--- config.mk ---
export PLATFORM = sky130hd
export DESIGN_NAME = mcs_clock_select
export DESIGN_NICKNAME = d
export VERILOG_FILES = /design/src/mcs_pkg.sv /design/src/mcs_nco.sv /design/src/mcs_clock_select.sv
export VERILOG_INCLUDE_DIRS = /design/src
export SDC_FILE = /design/constraint.sdc
export NUM_CORES = 1
export LEC_CHECK = 0
export BUFFER_PORTS_ARGS = -buffer_cell sky130_fd_sc_hd__buf_2
export CAP_MARGIN = 10
export CORE_MARGIN = 5
export CORE_UTILIZATION = 54
export CTS_CLUSTER_SIZE = 24
export DETAILED_ROUTE_END_ITERATION = 8
export HOLD_SLACK_MARGIN = 0.1
export PLACE_DENSITY = 0.74
export RECOVER_POWER = 50
export SLEW_MARGIN = 20
export SYNTH_ARGS = -nofsm -noshare
export SYNTH_HDL_FRONTEND = slang
export SYNTH_SLANG_ARGS = --single-unit
--- constraint.sdc ---
create_clock -name core_clk -period 2.5 [get_ports core_clk]
set_input_delay 0.125 -clock core_clk [delete_from_list [all_inputs] [get_ports core_clk]]
set_output_delay 0.125 -clock core_clk [all_outputs]
set_load 0.05 [all_outputs]
--- src/mcs_cfg.svh ---
`ifndef MCS_CFG_SVH
`define MCS_CFG_SVH

// Register address and reset image of the clock select register
`define MCS_REG_ADDR     8'h81
`define MCS_REG_RESET    8'h00
// Field positions inside the register
`define MCS_RSV_BIT      7
`define MCS_SEL_MSB      6
`define MCS_SEL_LSB      4
`define MCS_RATE_BIT     3
`define MCS_LOW_MSB      2
// Idle bus answer when nothing is read
`define MCS_IDLE_DATA    8'h00
// Phase increments for a 32-bit accumulator at 50 MHz
`define MCS_INC_2048     32'h0a7c5ac4
`define MCS_INC_1544     32'h07e7c06e
// Retune settling time and core clock period, both in ns
`define MCS_SETTLE_NS    1280
`define MCS_CLK_NS       20
// Least settling time rounds up to whole cycles
`define MCS_SETTLE_CYC   ((`MCS_SETTLE_NS + `MCS_CLK_NS - 1) / `MCS_CLK_NS)

`endif

--- src/mcs_pkg.sv ---
package mcs_pkg;

    // Retune sequencer states, one-hot
    typedef enum logic [1:0] {
        MCS_ST_LOCKED  = 2'b01,
        MCS_ST_RETUNE  = 2'b10
    } mcs_state_t;

    // Select code width
    typedef logic [2:0] mcs_sel_t;

endpackage : mcs_pkg

--- src/mcs_nco.sv ---
`timescale 1ns/1ns
`default_nettype none

// Phase accumulator standing in for the synthesizer core
module mcs_nco #(
    parameter int ACC_W = 32            // Accumulator width
) (
    input  wire logic             core_clk,
    input  wire logic             rst_n,
    input  wire logic             clear,
    input  wire logic [ACC_W-1:0] incr,
    output logic                  phase_msb
);

    logic [ACC_W-1:0] acc_ff;           // Running phase
    logic [ACC_W-1:0] nxt_acc;          // Next phase

    // Restart from zero while retuning
    assign nxt_acc   = clear ? '0 : acc_ff + incr;
    assign phase_msb = acc_ff[ACC_W-1];

    // Phase register
    always_ff @(posedge core_clk or negedge rst_n) begin
        if (!rst_n) begin
            acc_ff <= '0;
        end else begin
            acc_ff <= nxt_acc;
        end
    end

endmodule : mcs_nco

`default_nettype wire

--- src/mcs_clock_select.sv ---
`timescale 1ns/1ns
`default_nettype none
`include "mcs_cfg.svh"

// Summary of operation
// - Synthesizer output rate follows the rate bit only
// - A write that changes select or rate retunes synthesizer
// - Register splits into D[7:3] and D[2:0]
// - Rate bit picks the external reference that the synthesizer locks to
// - Reserved D7 and select bit 2 reset zero
module mcs_clock_select #(
    parameter int SETTLE_CYC = `MCS_SETTLE_CYC  // Retune settling cycles
) (
    input  wire logic       core_clk,
    input  wire logic       rst_n,
    input  wire logic       cs_n,
    input  wire logic       wr_n,
    input  wire logic       rd_n,
    input  wire logic [7:0] addr,
    input  wire logic [7:0] data_in,
    output logic      [7:0] data_out,
    output logic            data_oe,
    input  wire logic       e1_reference_input,
    input  wire logic       t1_reference_input,
    output logic            synthesized_clock_output,
    output logic            synth_locked
);

    // Pin synchronisers, two stages, plus a history stage for the write strobe and references
    logic [2:0] wr_sync_ff;             // Write strobe stages
    logic [1:0] rd_sync_ff;             // Read strobe stages
    logic [1:0] cs_sync_ff;             // Chip select stages
    logic [7:0] addr_s1_ff, addr_s2_ff; // Address stages
    logic [7:0] din_s1_ff, din_s2_ff;   // Write data stages
    logic [2:0] e1_sync_ff, t1_sync_ff; // Reference stages plus history

    // Register and control state
    logic [7:0]             mcs_reg_ff;     // Clock select register
    logic [7:0]             nxt_reg;        // Written image
    mcs_pkg::mcs_state_t    state_ff;       // Retune sequencer
    mcs_pkg::mcs_state_t    nxt_state;
    logic [15:0]            settle_cnt_ff;  // Cycles spent retuning
    logic                   ref_seen_ff;    // Reference edge seen while retuning
    logic [7:0]             dout_ff;        // Read data register
    logic                   doe_ff;         // Read drive enable
    logic                   synth_clk_ff;   // Gated synthesized clock
    logic                   locked_ff;      // Lock flag

    // Decoded terms
    wire        wr_take;                // Write accepted this cycle
    wire        rd_live;                // Register being read
    wire        hit;                    // Address matches
    wire        tune_change;            // Select or rate differs
    wire        settle_done;            // Settling time over
    wire        ref_edge;               // Rising edge on active reference
    wire [31:0] incr;                   // Phase increment in use
    wire        phase_msb;              // Accumulator top bit
    wire        rate_bit;               // Rate choice in the register
    wire [2:0]  synth_select_code;      // Select code in the register

    // Synchronise every pin before use
    always_ff @(posedge core_clk or negedge rst_n) begin
        if (!rst_n) begin
            wr_sync_ff <= 3'h7;
            rd_sync_ff <= 2'h3;
            cs_sync_ff <= 2'h3;
            addr_s1_ff <= 8'h00;
            addr_s2_ff <= 8'h00;
            din_s1_ff  <= 8'h00;
            din_s2_ff  <= 8'h00;
            e1_sync_ff <= 3'h0;
            t1_sync_ff <= 3'h0;
        end else begin
            wr_sync_ff <= {wr_sync_ff[1:0], wr_n};
            rd_sync_ff <= {rd_sync_ff[0], rd_n};
            cs_sync_ff <= {cs_sync_ff[0], cs_n};
            addr_s1_ff <= addr;
            addr_s2_ff <= addr_s1_ff;
            din_s1_ff  <= data_in;
            din_s2_ff  <= din_s1_ff;
            e1_sync_ff <= {e1_sync_ff[1:0], e1_reference_input};
            t1_sync_ff <= {t1_sync_ff[1:0], t1_reference_input};
        end
    end

    // Address decode, write strobe edge and read strobe level
    assign hit     = (addr_s2_ff == `MCS_REG_ADDR);
    assign wr_take = wr_sync_ff[2] & ~wr_sync_ff[1] & ~cs_sync_ff[1] & hit;
    assign rd_live = ~rd_sync_ff[1] & ~cs_sync_ff[1] & hit;

    // Reserved bit forced to zero on every write
    assign nxt_reg = {1'b0, din_s2_ff[`MCS_SEL_MSB:0]};

    // Field views
    assign synth_select_code = mcs_reg_ff[`MCS_SEL_MSB:`MCS_SEL_LSB];
    assign rate_bit          = mcs_reg_ff[`MCS_RATE_BIT];

    // Retune only when the select or rate field really changes
    assign tune_change = wr_take &
        (nxt_reg[`MCS_SEL_MSB:`MCS_RATE_BIT] != mcs_reg_ff[`MCS_SEL_MSB:`MCS_RATE_BIT]);

    // Reference for lock: T1 input when the 1544 rate is chosen
    assign ref_edge = rate_bit ? (t1_sync_ff[1] & ~t1_sync_ff[2])
                               : (e1_sync_ff[1] & ~e1_sync_ff[2]);

    // Output rate follows the rate bit for every select code
    assign incr = rate_bit ? `MCS_INC_1544 : `MCS_INC_2048;

    assign settle_done = (settle_cnt_ff >= 16'(SETTLE_CYC - 1));

    // Register write; the two bit groups land together in one write
    always_ff @(posedge core_clk or negedge rst_n) begin
        if (!rst_n) begin
            mcs_reg_ff <= `MCS_REG_RESET;
        end else if (wr_take) begin
            mcs_reg_ff <= nxt_reg;
        end
    end

    // Sequencer next state
    always_comb begin
        nxt_state = state_ff;
        case (state_ff)
            mcs_pkg::MCS_ST_LOCKED: begin
                if (tune_change) begin
                    nxt_state = mcs_pkg::MCS_ST_RETUNE;
                end
            end
            mcs_pkg::MCS_ST_RETUNE: begin
                // A fresh change restarts the settle period
                if (!tune_change && settle_done && (ref_seen_ff || ref_edge)) begin
                    nxt_state = mcs_pkg::MCS_ST_LOCKED;
                end
            end
            default: begin
                nxt_state = mcs_pkg::MCS_ST_RETUNE;
            end
        endcase
    end

    // Sequencer state, settle counter and reference watch
    always_ff @(posedge core_clk or negedge rst_n) begin
        if (!rst_n) begin
            state_ff      <= mcs_pkg::MCS_ST_RETUNE;
            settle_cnt_ff <= 16'h0000;
            ref_seen_ff   <= 1'b0;
        end else begin
            state_ff <= nxt_state;
            if (tune_change || state_ff != mcs_pkg::MCS_ST_RETUNE) begin
                settle_cnt_ff <= 16'h0000;
                ref_seen_ff   <= 1'b0;
            end else begin
                settle_cnt_ff <= settle_done ? settle_cnt_ff : settle_cnt_ff + 16'h0001;
                ref_seen_ff   <= ref_seen_ff | ref_edge;
            end
        end
    end

    // Synthesizer core; held at zero phase while retuning
    mcs_nco #(
        .ACC_W (32)
    ) u_nco (
        .core_clk  (core_clk),
        .rst_n     (rst_n),
        .clear     (state_ff == mcs_pkg::MCS_ST_RETUNE),
        .incr      (incr),
        .phase_msb (phase_msb)
    );

    // Output flops: clock gated low until locked, read port
    always_ff @(posedge core_clk or negedge rst_n) begin
        if (!rst_n) begin
            synth_clk_ff <= 1'b0;
            locked_ff    <= 1'b0;
            dout_ff      <= `MCS_IDLE_DATA;
            doe_ff       <= 1'b0;
        end else begin
            synth_clk_ff <= phase_msb & (state_ff == mcs_pkg::MCS_ST_LOCKED);
            locked_ff    <= (state_ff == mcs_pkg::MCS_ST_LOCKED);
            dout_ff      <= rd_live ? mcs_reg_ff : `MCS_IDLE_DATA;
            doe_ff       <= rd_live;
        end
    end

    assign synthesized_clock_output = synth_clk_ff;
    assign synth_locked             = locked_ff;
    assign data_out                 = dout_ff;
    assign data_oe                  = doe_ff;
endmodule : mcs_clock_select

`default_nettype wire

==> results.ini, run 1 <==
[cells_and_area]
final-seq-area_um2=2760
multi_input_area_um2=2150
diodes=0
syn_to_final_growth_pct=20.1
nets=565
fillers=688
final_layout_size_suffix_gt1_share_pct=24.8
fin_util_pct=65.3

[placement]
portBuffers=31
dp_hpwl_um=6930
place.gp.congestion=0.867

[pwr]
powerDensity_nw_per_um2=613
ir_worst_vdd_v=0.000547
p_leak_nw=2.79

[logic_synthesis]
syn_inst=439
avgSynthCellArea_um2=11.3
synth-seq-cells=110
syn_nets=480
ys.flop_type=dfrtp_1
synth_mux_area_share_pct=2.83
yosysTopAreaCell=dfrtp_1
synth_top_cell_area_share_pct=51.5
ys_types=63
synth-xor-area-share_pct=4.07
synthSimpleGateAreaFrac_pct=17.5
synth_top_family_by_area=simple AND/OR/NAND/NOR gates
synth_edf_count=0
synthAdderAreaFrac_pct=4.55
synth_compound_area_share_pct=12.7
synth_area_leaders=dfrtp_1 52%, ha_1 4.5%, dfstp_2 4.2%
synth.cell_area_um2=4950
yosysWarnings=0
synth-seq-area-share_pct=55.8
ys_async_sr_fraction_pct=100

[timing]
worst_hold_slack_ns=0.351
layout_worst_path_cycle_share_pct=99.7
hold_violations=0
fmax_mhz=401
timing.max_slew.rel_slack_pct=16.4
finalCriticalPeriod_ns=2.49
rsz0062_at_grt=yes
worst_pin_slew_ns=1.25
skew_ns=0.0127
setup_violations=0
slew_viol_final=0

[die]
initial_core_util_pct=54.4
core_area_um2=9110
die_y_um=106
io_pins=34
fp-row-count=35
dieArea_um2=11200
fp.dieW_um=106

[setup_path]
crit_chain=buf_4, ha_2, nand2_1, buf_4, nor4_1, o2bb2ai_1, a21o_1, mux2i_1, a2111o_1
critPathKind=register to register
crit_arrival_ns=2.76
critPathSlowestCell=dfrtp_2
critPathRequiredTime_ns=2.77
slowest_delay_ns=0.42
cp-start-kind=register
cpMostUsedCell=buf_4
endpoint_kind=register
crit_fanout=10

[min_path]
hold_path_class=register to register

[grt]
grt_pass1_vias=3623
grt_start_max_net_pins=53
grt_usage_pct=19.4
grt_pass1_wl_um=17400
grt_antenna_before_repair=0
overflow=0

[drt]
first_iter_violations=128
routed_via_density=5.56
drc=0
wl_per_cell_um=15.8
vias=3559
postRouteAntennaNets=0
routed_wl_um=10100
dr.pass1.iters=4

[clock_network]
clkTransAtPathRegs_ns=0.11
clock_latency_ns=0.37
clockBufferDepth=2
cts_tree=yes
cts_buffers=9
root_buffer=clkbuf_8
cts-htree-levels=3
clock_sinks=110

[status]
status=completed

[flow_run]
max_cap_viol_count=0

[worst max-delay path: cells and delay by family, from the launching register on]
| family | cells | cell delay [ns] |
|---|---|---|
| AO/OA/AOI/OAI | 3 | 0.74 |
| flip-flops | 1 | 0.42 |
| adder cells (fa/ha/maj) | 1 | 0.41 |
| AND/OR/NAND/NOR | 2 | 0.35 |
| buffers and inverters | 2 | 0.33 |
| multiplexers | 1 | 0.13 |
[metrics by stage]
step | instances | worst slack, ns | total power, mW | cell area (um2) | setup TNS, ns
after floorplan | 439 | 0.00563 | 2.37 | 4950 | 0
after global placement | 603 | 0.0329 | 2.53 | 5460 | 0
after detailed placement | 603 | -0.0329 | 2.55 | 5460 | -0.0523
after CTS | 640 | 0.00249 | 3.66 | 5890 | 0
after global routing | 640 | -0.0980 | 3.84 | 5950 | -0.477
final | 640 | 0.00841 | 3.65 | 5950 | 0
[repair_timing]
action                                 4_1_cts  5_1_grt
endpoints found under the hold margin       66        0
hold buffers                                21        0
setup endpoints to repair                    4       13
setup buffers                                0        0
pin swaps                                    0        2
cloned                                       0        0
gates resized for setup                      5       13
[metal layers]
metal | GRT usage (%) | up-vias | routed length, um
li1 | - | 1732 | -
met1 | 25.5 | 1767 | 4510
met2 | 32.8 | 51 | 5190
met3 | 3.98 | 9 | 314
met4 | 5.46 | 0 | 108
met5 | 0 | - | 0
[worst paths after layout]
check                              startpoint               end  slack, ns  depth (start not counted)
worst max register to register  mcs_reg_ff[3]  u_nco.acc_ff[26]      0.008                          9
worst min register to register  addr_s1_ff[1]     addr_s2_ff[1]       0.35                          0
min in group asynchronous               rst_n  u_nco.acc_ff[19]       0.54                          2
worst min-delay path            addr_s1_ff[1]     addr_s2_ff[1]       0.35                          0
worst max-delay path            mcs_reg_ff[3]  u_nco.acc_ff[26]      0.008                          9
max in group asynchronous               rst_n  u_nco.acc_ff[30]       0.85                          3
[logic make-up (layout without fill, tap and decap cells)]
group	count (synthesis)	after routing
flip-flops	110	110
buffers and inverters	26	116
multiplexers	13	13
AND/OR/NAND/NOR	165	165
XOR/XNOR	23	23
AO/OA/AOI/OAI	83	83
adder cells (fa/ha/maj)	18	18
other	1	1
[power by group]
group	internal (mW)	leakage, nW	switching [mW]
clock network	0.419	0.103	0.657
logic	0.261	1.28	0.324
registers	1.90	1.41	0.0827
[cells in the mapped netlist (6+ instances only)]
library cell and n:
inv_1 8, nor2_1 42, a21o_1 7, o21ai_0 8
nor3_1 11, and2_1 20, nor2b_1 6, nor4_1 6
dfrtp_1 102, dfstp_2 8, nand2b_1 8, nand3_1 12
xor2_1 10, xnor2_1 13, o21a_1 9, ha_1 18
mux2_2 8, nand2_1 28, a21oi_1 16, clkbuf_1 9
[flip-flops by register name, indices dropped and copies added, names as in the netlist]
| register | count |
|---|---|
| u_nco.acc_ff | 31 |
| settle_cnt_ff | 16 |
| addr_s1_ff | 8 |
| addr_s2_ff | 8 |
| data_out | 7 |
| din_s1_ff | 7 |
| din_s2_ff | 7 |
| mcs_reg_ff | 7 |
| e1_sync_ff | 3 |
| t1_sync_ff | 3 |
| wr_sync_ff | 3 |
| cs_sync_ff | 2 |
| rd_sync_ff | 2 |
| state_ff | 2 |
| data_oe | 1 |
| ref_seen_ff | 1 |
| synth_locked | 1 |
| synthesized_clock_output | 1 |
[cell type report]
| type | count | share of cell area (%) |
|---|---|---|
| sequential | 110 | 46.5 |
| multi-input combinational | 303 | 36.2 |
| timing repair buffer | 92 | 11.1 |
| tap | 111 | 2.34 |
| clock buffer | 10 | 2.31 |
| clock inverter | 6 | 1.05 |
| inverter | 8 | 0.505 |
[cell usage in the layout, fill, tap and decap left out, types with 3 or more instances in the layout]
cell / synthesis / layout
dfrtp_1: 102 / 101
nor2_1: 42 / 42
buf_4: 2 / 39
nand2_1: 28 / 28
buf_2: 5 / 27
dlygate4sd3_1: 0 / 21
and2_1: 20 / 20
ha_1: 18 / 14
xnor2_1: 13 / 13
a21oi_1: 16 / 12
nand3_1: 12 / 12
nor3_1: 11 / 11
xor2_1: 10 / 10
clkbuf_8: 0 / 10
o21a_1: 9 / 9
inv_1: 8 / 8
nand2b_1: 8 / 8
o21ai_0: 8 / 8
mux2_2: 8 / 8
dfstp_2: 8 / 8
a21o_1: 7 / 7
nand4_1: 5 / 5
mux2i_1: 5 / 5
and3_1: 5 / 5
a31o_2: 4 / 4
nor4_1: 6 / 4
a21oi_2: 0 / 4
or2_2: 4 / 4
or3_1: 4 / 4
a31oi_1: 5 / 4
nor2b_1: 6 / 4
ha_2: 0 / 4
a211o_1: 3 / 3
nand3b_1: 3 / 3
inv_6: 0 / 3
clkbuf_1: 9 / 3
(Power assumes the default switching activity.)
==> run 2, diff against run 1 <==
CORE_UTILIZATION = 50   (was 54)
PLACE_DENSITY = 0.7   (was 0.74)
==> results.ini, run 2 (synthesis results as in run 1) <==
[status]
status=completed  ; unchanged

[die]
initial_core_util_pct=50.9  ; was 54.4%
dieArea_um2=12000  ; was 11200 um2
fp.dieW_um=110  ; was 106 um
fp-row-count=36  ; was 35
die_y_um=110  ; was 106 um
io_pins=34  ; unchanged
core_area_um2=9730  ; was 9110 um2

[setup_path]
r2r-start=mcs_reg_ff[3]  ; unchanged
crit_fanout=7  ; was 10
critPathRequiredTime_ns=2.78  ; was 2.77 ns
critPathKind=register to register  ; unchanged
crit_arrival_ns=2.69  ; was 2.76 ns
endpoint_kind=register  ; unchanged
cp-start-kind=register  ; unchanged
reg2reg_slack_ns=0.09  ; was 0.008 ns
r2r-end=u_nco.acc_ff[28]  ; was u_nco.acc_ff[26]
r2r_cells=8  ; was 9

[clock_network]
cts_tree=yes  ; unchanged
root_buffer=clkbuf_8  ; unchanged
cts_buffers=9  ; unchanged
cts-htree-levels=3  ; unchanged
clock_sinks=110  ; unchanged
clock_latency_ns=0.36  ; was 0.37 ns
clkTransAtPathRegs_ns=0.10  ; was 0.11 ns
clockBufferDepth=2  ; unchanged

[min_path]
hold_path_class=register to register  ; unchanged
hold_path_depth=0  ; unchanged
whs_endpoint=wr_sync_ff[1]  ; was addr_s2_ff[1]
hp-start=wr_sync_ff[0]  ; was addr_s1_ff[1]

[timing]
fmax_mhz=416  ; was 401 MHz
finalCriticalPeriod_ns=2.41  ; was 2.49 ns
rsz0062_at_grt=no  ; was yes
setup_violations=0  ; unchanged
slew_viol_final=0  ; unchanged
layout_worst_path_cycle_share_pct=96.2  ; was 99.7%
worst_pin_slew_ns=1.20  ; was 1.25 ns
skew_ns=0.0133  ; was 0.0127 ns
hold_violations=0  ; unchanged
timing.max_slew.rel_slack_pct=20.0  ; was 16.4%

[grt]
overflow=0  ; unchanged
grt_pass1_vias=3712  ; was 3623
grt_pass1_wl_um=17400  ; about the same
grt_usage_pct=18.6  ; was 19.4%
grt_start_max_net_pins=50  ; was 53
grt_antenna_before_repair=0  ; unchanged

[cells_and_area]
multi_input_area_um2=2190  ; was 2150 um2
top_register=u_nco.acc_ff  ; unchanged
finalNonFillerCells=669  ; was 640
fillers=803  ; was 688
fin_area_um2=6080  ; was 5950 um2
syn_to_final_growth_pct=22.7  ; was 20.1%
diodes=0  ; unchanged
final_cell_mix=101 x dfrtp_1, 45 x buf_4, 41 x nor2_1, 28 x nand2_1, 27 x buf_2  ; was 101 x dfrtp_1, 42 x nor2_1, 39 x buf_4, 28 x nand2_1, 27 x buf_2
layout_commonest_cell=dfrtp_1  ; unchanged
nets=572  ; was 565
final-seq-area_um2=2760  ; unchanged
top_regs=u_nco.acc_ff x31, settle_cnt_ff x16  ; unchanged
final_layout_size_suffix_gt1_share_pct=25.7  ; was 24.8%
largest_reg_flops=31  ; unchanged

[drt]
first_iter_violations=113  ; was 128
wl_per_cell_um=15.0  ; was 15.8 um
dr.pass1.iters=4  ; unchanged
routed_wl_um=10000  ; was 10100 um
postRouteAntennaNets=0  ; unchanged
drc=0  ; unchanged
routed_via_density=5.37  ; was 5.56
vias=3590  ; was 3559

[placement]
portBuffers=31  ; unchanged
place.gp.congestion=0.925  ; was 0.867
dp_hpwl_um=7070  ; was 6930 um
placed_cells=632  ; was 603
placed_area_um2=5540  ; was 5460 um2

[pwr]
total_power_mw=3.76  ; was 3.65 mW
p_leak_nw=2.83  ; was 2.79 nW
ir_worst_vdd_v=0.000403  ; was 0.000547 V
powerDensity_nw_per_um2=618  ; was 613 nW/um2

[flow_run]
max_cap_viol_count=0  ; unchanged

[run 2: changes by cell type in the layout (fill, tap and decap cells not counted), moves of 2 or more]
cell,before,now
buf_4,39,45
bufinv_16,0,2
clkbuf_1,3,6
ha_2,4,1
ha_4,0,4
inv_6,3,0
[run 2: area by class of cell]
type,count,area share [%]
Sequential cell,110,45.5
Tap cell,133,2.74
Clock buffer,10,2.10
Timing Repair Buffer,99,11.6
Clock inverter,6,1.56
Multi-Input combinational cell,303,36.0
Inverter,8,0.494
[run 2: metal layers]
metal  vias to the layer above  GRT usage [%]  routed length, um
li1                       1749              -                  -
met1                      1761           24.7               4640
met2                        62           30.8               4880
met3                        18           3.17                291
met4                         0           6.95                221
met5                         -              0                  0
[run 2: critical path: stages, from the launching register on]
cell and delay, ns:
dfrtp_2 0.43, buf_4 0.18, ha_1 0.34, a211o_1 0.34
a31o_2 0.27, a311oi_2 0.32, a31oi_1 0.10, and3_1 0.18
nor3_1 0.16
[run 2: timing repair]
item / CTS / global route
hold endpoints to repair: 61 / 0
hold buffers: 21 / 0
pin swaps: 0 / 2
setup endpoints to repair: 5 / 9
resized for setup: 4 / 21
setup buffers: 0 / 0
[run 2: worst max-delay path by stage]
stage	from	endpoint	slack [ns]	depth (start not counted)
floorplan	mcs_reg_ff[3]	u_nco.acc_ff[29]	0.006	9
global placement	mcs_reg_ff[3]	u_nco.acc_ff[25]	-0.03	10
detailed placement	mcs_reg_ff[3]	u_nco.acc_ff[25]	-0.10	10
CTS	mcs_reg_ff[3]	u_nco.acc_ff[23]	0.03	8
global route	mcs_reg_ff[3]	u_nco.acc_ff[24]	0.02	9
finish	mcs_reg_ff[3]	u_nco.acc_ff[28]	0.09	8
[run 2: through the flow]
step	TNS (ns)	util (%)	hold WS, ns	setup slack, ns
6_report	0	62.5	0.353	0.0940
4_1_cts	0	61.5	0.334	0.0281
5_1_grt	0	62.5	0.360	0.0180
3_5_place_dp	-0.157	56.9	0.178	-0.103
2_1_floorplan	0	-	-0.171	0.00563
3_3_place_gp	-0.0313	56.9	0.187	-0.0313
[run 2: power by group]
part           switching, mW  internal (mW)  leakage [nW]
logic                  0.317          0.266          1.31
registers             0.0827           1.90          1.41
clock network          0.614          0.578         0.110
total                   1.01           2.75          2.83
==> run 3, diff against run 2 <==
RECOVER_POWER = default   (was 50)
==> results.ini, run 3 (synthesis results as in run 1) <==
[pwr]
power.internal_mw=2.75  ; about the same
ir_worst_vdd_v=0.000404  ; was 0.000403 V
power_switching_mw=1.01  ; about the same
total_power_mw=3.76  ; about the same
pwr-share-comb_pct=15.6  ; was 15.5%
swShare_pct=27.0  ; about the same
p_clk_share_pct=31.7  ; about the same
p_seq_share_pct=52.7  ; was 52.8%
p_leak_nw=2.85  ; was 2.83 nW
powerDensity_nw_per_um2=617  ; was 618 nW/um2

[cells_and_area]
final_cell_mix=101 x dfrtp_1, 48 x buf_4, 41 x nor2_1, 30 x buf_2, 28 x nand2_1  ; was 101 x dfrtp_1, 45 x buf_4, 41 x nor2_1, 28 x nand2_1, 27 x buf_2
fin_area_um2=6090  ; was 6080 um2
nets=572  ; unchanged
layout_commonest_cell=dfrtp_1  ; unchanged
top_register=u_nco.acc_ff  ; unchanged
final_layout_size_suffix_gt1_share_pct=26.9  ; was 25.7%
finalNonFillerCells=669  ; unchanged
diodes=0  ; unchanged
largest_reg_flops=31  ; unchanged
top_regs=u_nco.acc_ff x31, settle_cnt_ff x16  ; unchanged
syn_to_final_growth_pct=23.0  ; was 22.7%
fillers=801  ; was 803

[timing]
finalCriticalPeriod_ns=2.41  ; about the same
worst_hold_slack_ns=0.315  ; was 0.353 ns
timing.max_slew.rel_slack_pct=55.5  ; was 20.0%
skew_ns=0.0128  ; was 0.0133 ns
layout_worst_path_cycle_share_pct=96.4  ; was 96.2%
fmax_mhz=415  ; was 416 MHz
setup_violations=0  ; unchanged
slew_viol_final=0  ; unchanged
hold_violations=0  ; unchanged
rsz0062_at_grt=no  ; unchanged
worst_pin_slew_ns=0.668  ; was 1.20 ns

[setup_path]
crit_arrival_ns=2.69  ; about the same
crit_fanout=7  ; unchanged
r2r-start=mcs_reg_ff[3]  ; unchanged
critPathKind=register to register  ; unchanged
critPathRequiredTime_ns=2.78  ; about the same
endpoint_kind=register  ; unchanged
worstSetupStartpoint=mcs_reg_ff[3]  ; unchanged
cp-start-kind=register  ; unchanged

[clock_network]
clockBufferDepth=2  ; unchanged
clock_sinks=110  ; unchanged
cts_tree=yes  ; unchanged
cts_setup_buffers=0  ; unchanged
cts-htree-levels=3  ; unchanged
clkTransAtPathRegs_ns=0.11  ; was 0.10 ns
clock_latency_ns=0.36  ; about the same
cts_buffers=9  ; unchanged
root_buffer=clkbuf_8  ; unchanged

[min_path]
hold_path_class=primary input to async pin  ; was register to register

[grt]
grt_use_met3_pct=3.17  ; unchanged
grt_antenna_before_repair=0  ; unchanged
grt_start_max_net_pins=50  ; unchanged
grt_pass1_wl_um=17400  ; unchanged
overflow=0  ; unchanged
use_met2_pct=30.8  ; unchanged
grt_busiest_layer=met2  ; unchanged
grt_pass1_vias=3712  ; unchanged
met1_usage_pct=24.7  ; unchanged
grt_usage_pct=18.6  ; unchanged

[status]
status=completed  ; unchanged

[drt]
drc=0  ; unchanged
routed_via_density=5.38  ; was 5.37
vias=3597  ; was 3590
postRouteAntennaNets=0  ; unchanged
dr.pass1.iters=4  ; unchanged
routed_wl_um=10000  ; about the same
wl_per_cell_um=15.0  ; about the same
first_iter_violations=115  ; was 113

[die]
initial_core_util_pct=50.9  ; unchanged
fp.dieW_um=110  ; unchanged
die_y_um=110  ; unchanged
core_area_um2=9730  ; unchanged
io_pins=34  ; unchanged
dieArea_um2=12000  ; unchanged
fp-row-count=36  ; unchanged

[placement]
dp_hpwl_um=7070  ; unchanged
placed_cells=632  ; unchanged
placed_area_um2=5540  ; unchanged
portBuffers=31  ; unchanged
place.gp.congestion=0.925  ; unchanged

[flow_run]
max_cap_viol_count=0  ; unchanged

-- run 3: changes by cell type in the layout (fill, tap and decap cells not counted) --
cell and delta:
and2_0 -1, and2_1 +1, buf_2 +3, buf_4 +3, clkbuf_1 -5, clkbuf_2 -1, dfstp_1 -1, dfstp_2 +1
-- run 3: routing by layer --
| layer | vias to the layer above | share of wire, % |
|---|---|---|
| met1 | 1764 | 46 |
| met4 | 0 | 2.2 |
| met3 | 18 | 3.0 |
| li1 | 1749 | - |
| met5 | - | 0 |
| met2 | 66 | 49 |
-- run 3: final cells by class --
class / count / area [um2] / area share [%]
Clock buffer: 10 / 128 / 2.09
Clock inverter: 6 / 95.1 / 1.56
Inverter: 8 / 30.0 / 0.493
Multi-Input combinational cell: 303 / 2190 / 35.9
Sequential cell: 110 / 2760 / 45.4
Tap cell: 133 / 166 / 2.73
Timing Repair Buffer: 99 / 721 / 11.8
-- run 3: worst paths after layout --
check,to,slack (ns),cells after the start
worst max-delay path,u_nco.acc_ff[28],0.09,8
worst min-delay path,u_nco.acc_ff[7],0.32,2
worst max register to register,u_nco.acc_ff[28],0.09,8
worst min register to register,wr_sync_ff[1],0.35,0
max in group asynchronous,wr_sync_ff[0],1.40,3
min in group core_clk,wr_sync_ff[1],0.35,0
-- run 3: power groups by stage --
stage | Sequential (mW) | Combinational (mW) | Clock, mW
after floorplan | 1.99 | 0.378 | 0
after global placement | 2.01 | 0.528 | 0
after detailed placement | 2.01 | 0.547 | 0
after CTS | 1.98 | 0.573 | 1.22
after global routing | 2.00 | 0.666 | 1.30
final | 1.98 | 0.585 | 1.19
-- run 3: through the flow --
step / setup WS, ns / TNS, ns / util, %
floorplan: 0.00563 / 0 / -
global placement: -0.0313 / -0.0313 / 56.9
detailed placement: -0.103 / -0.157 / 56.9
CTS: 0.0281 / 0 / 61.5
global route: 0.0180 / 0 / 62.6
finish: 0.0905 / 0 / 62.6
-- run 3: timing repair --
item	4_1_cts	5_1_grt
endpoints found under the setup margin	5	9
hold buffers	21	0
pin swaps	0	2
gates resized for setup	4	21
endpoints found under the hold margin	61	0
-- run 3: critical path, stage by stage (launching register included) --
cell	delay, ns
dfrtp_2	0.43
buf_4	0.18
ha_1	0.34
a211o_1	0.35
a31o_2	0.27
a311oi_2	0.32
a31oi_1	0.10
and3_1	0.18
nor3_1	0.16
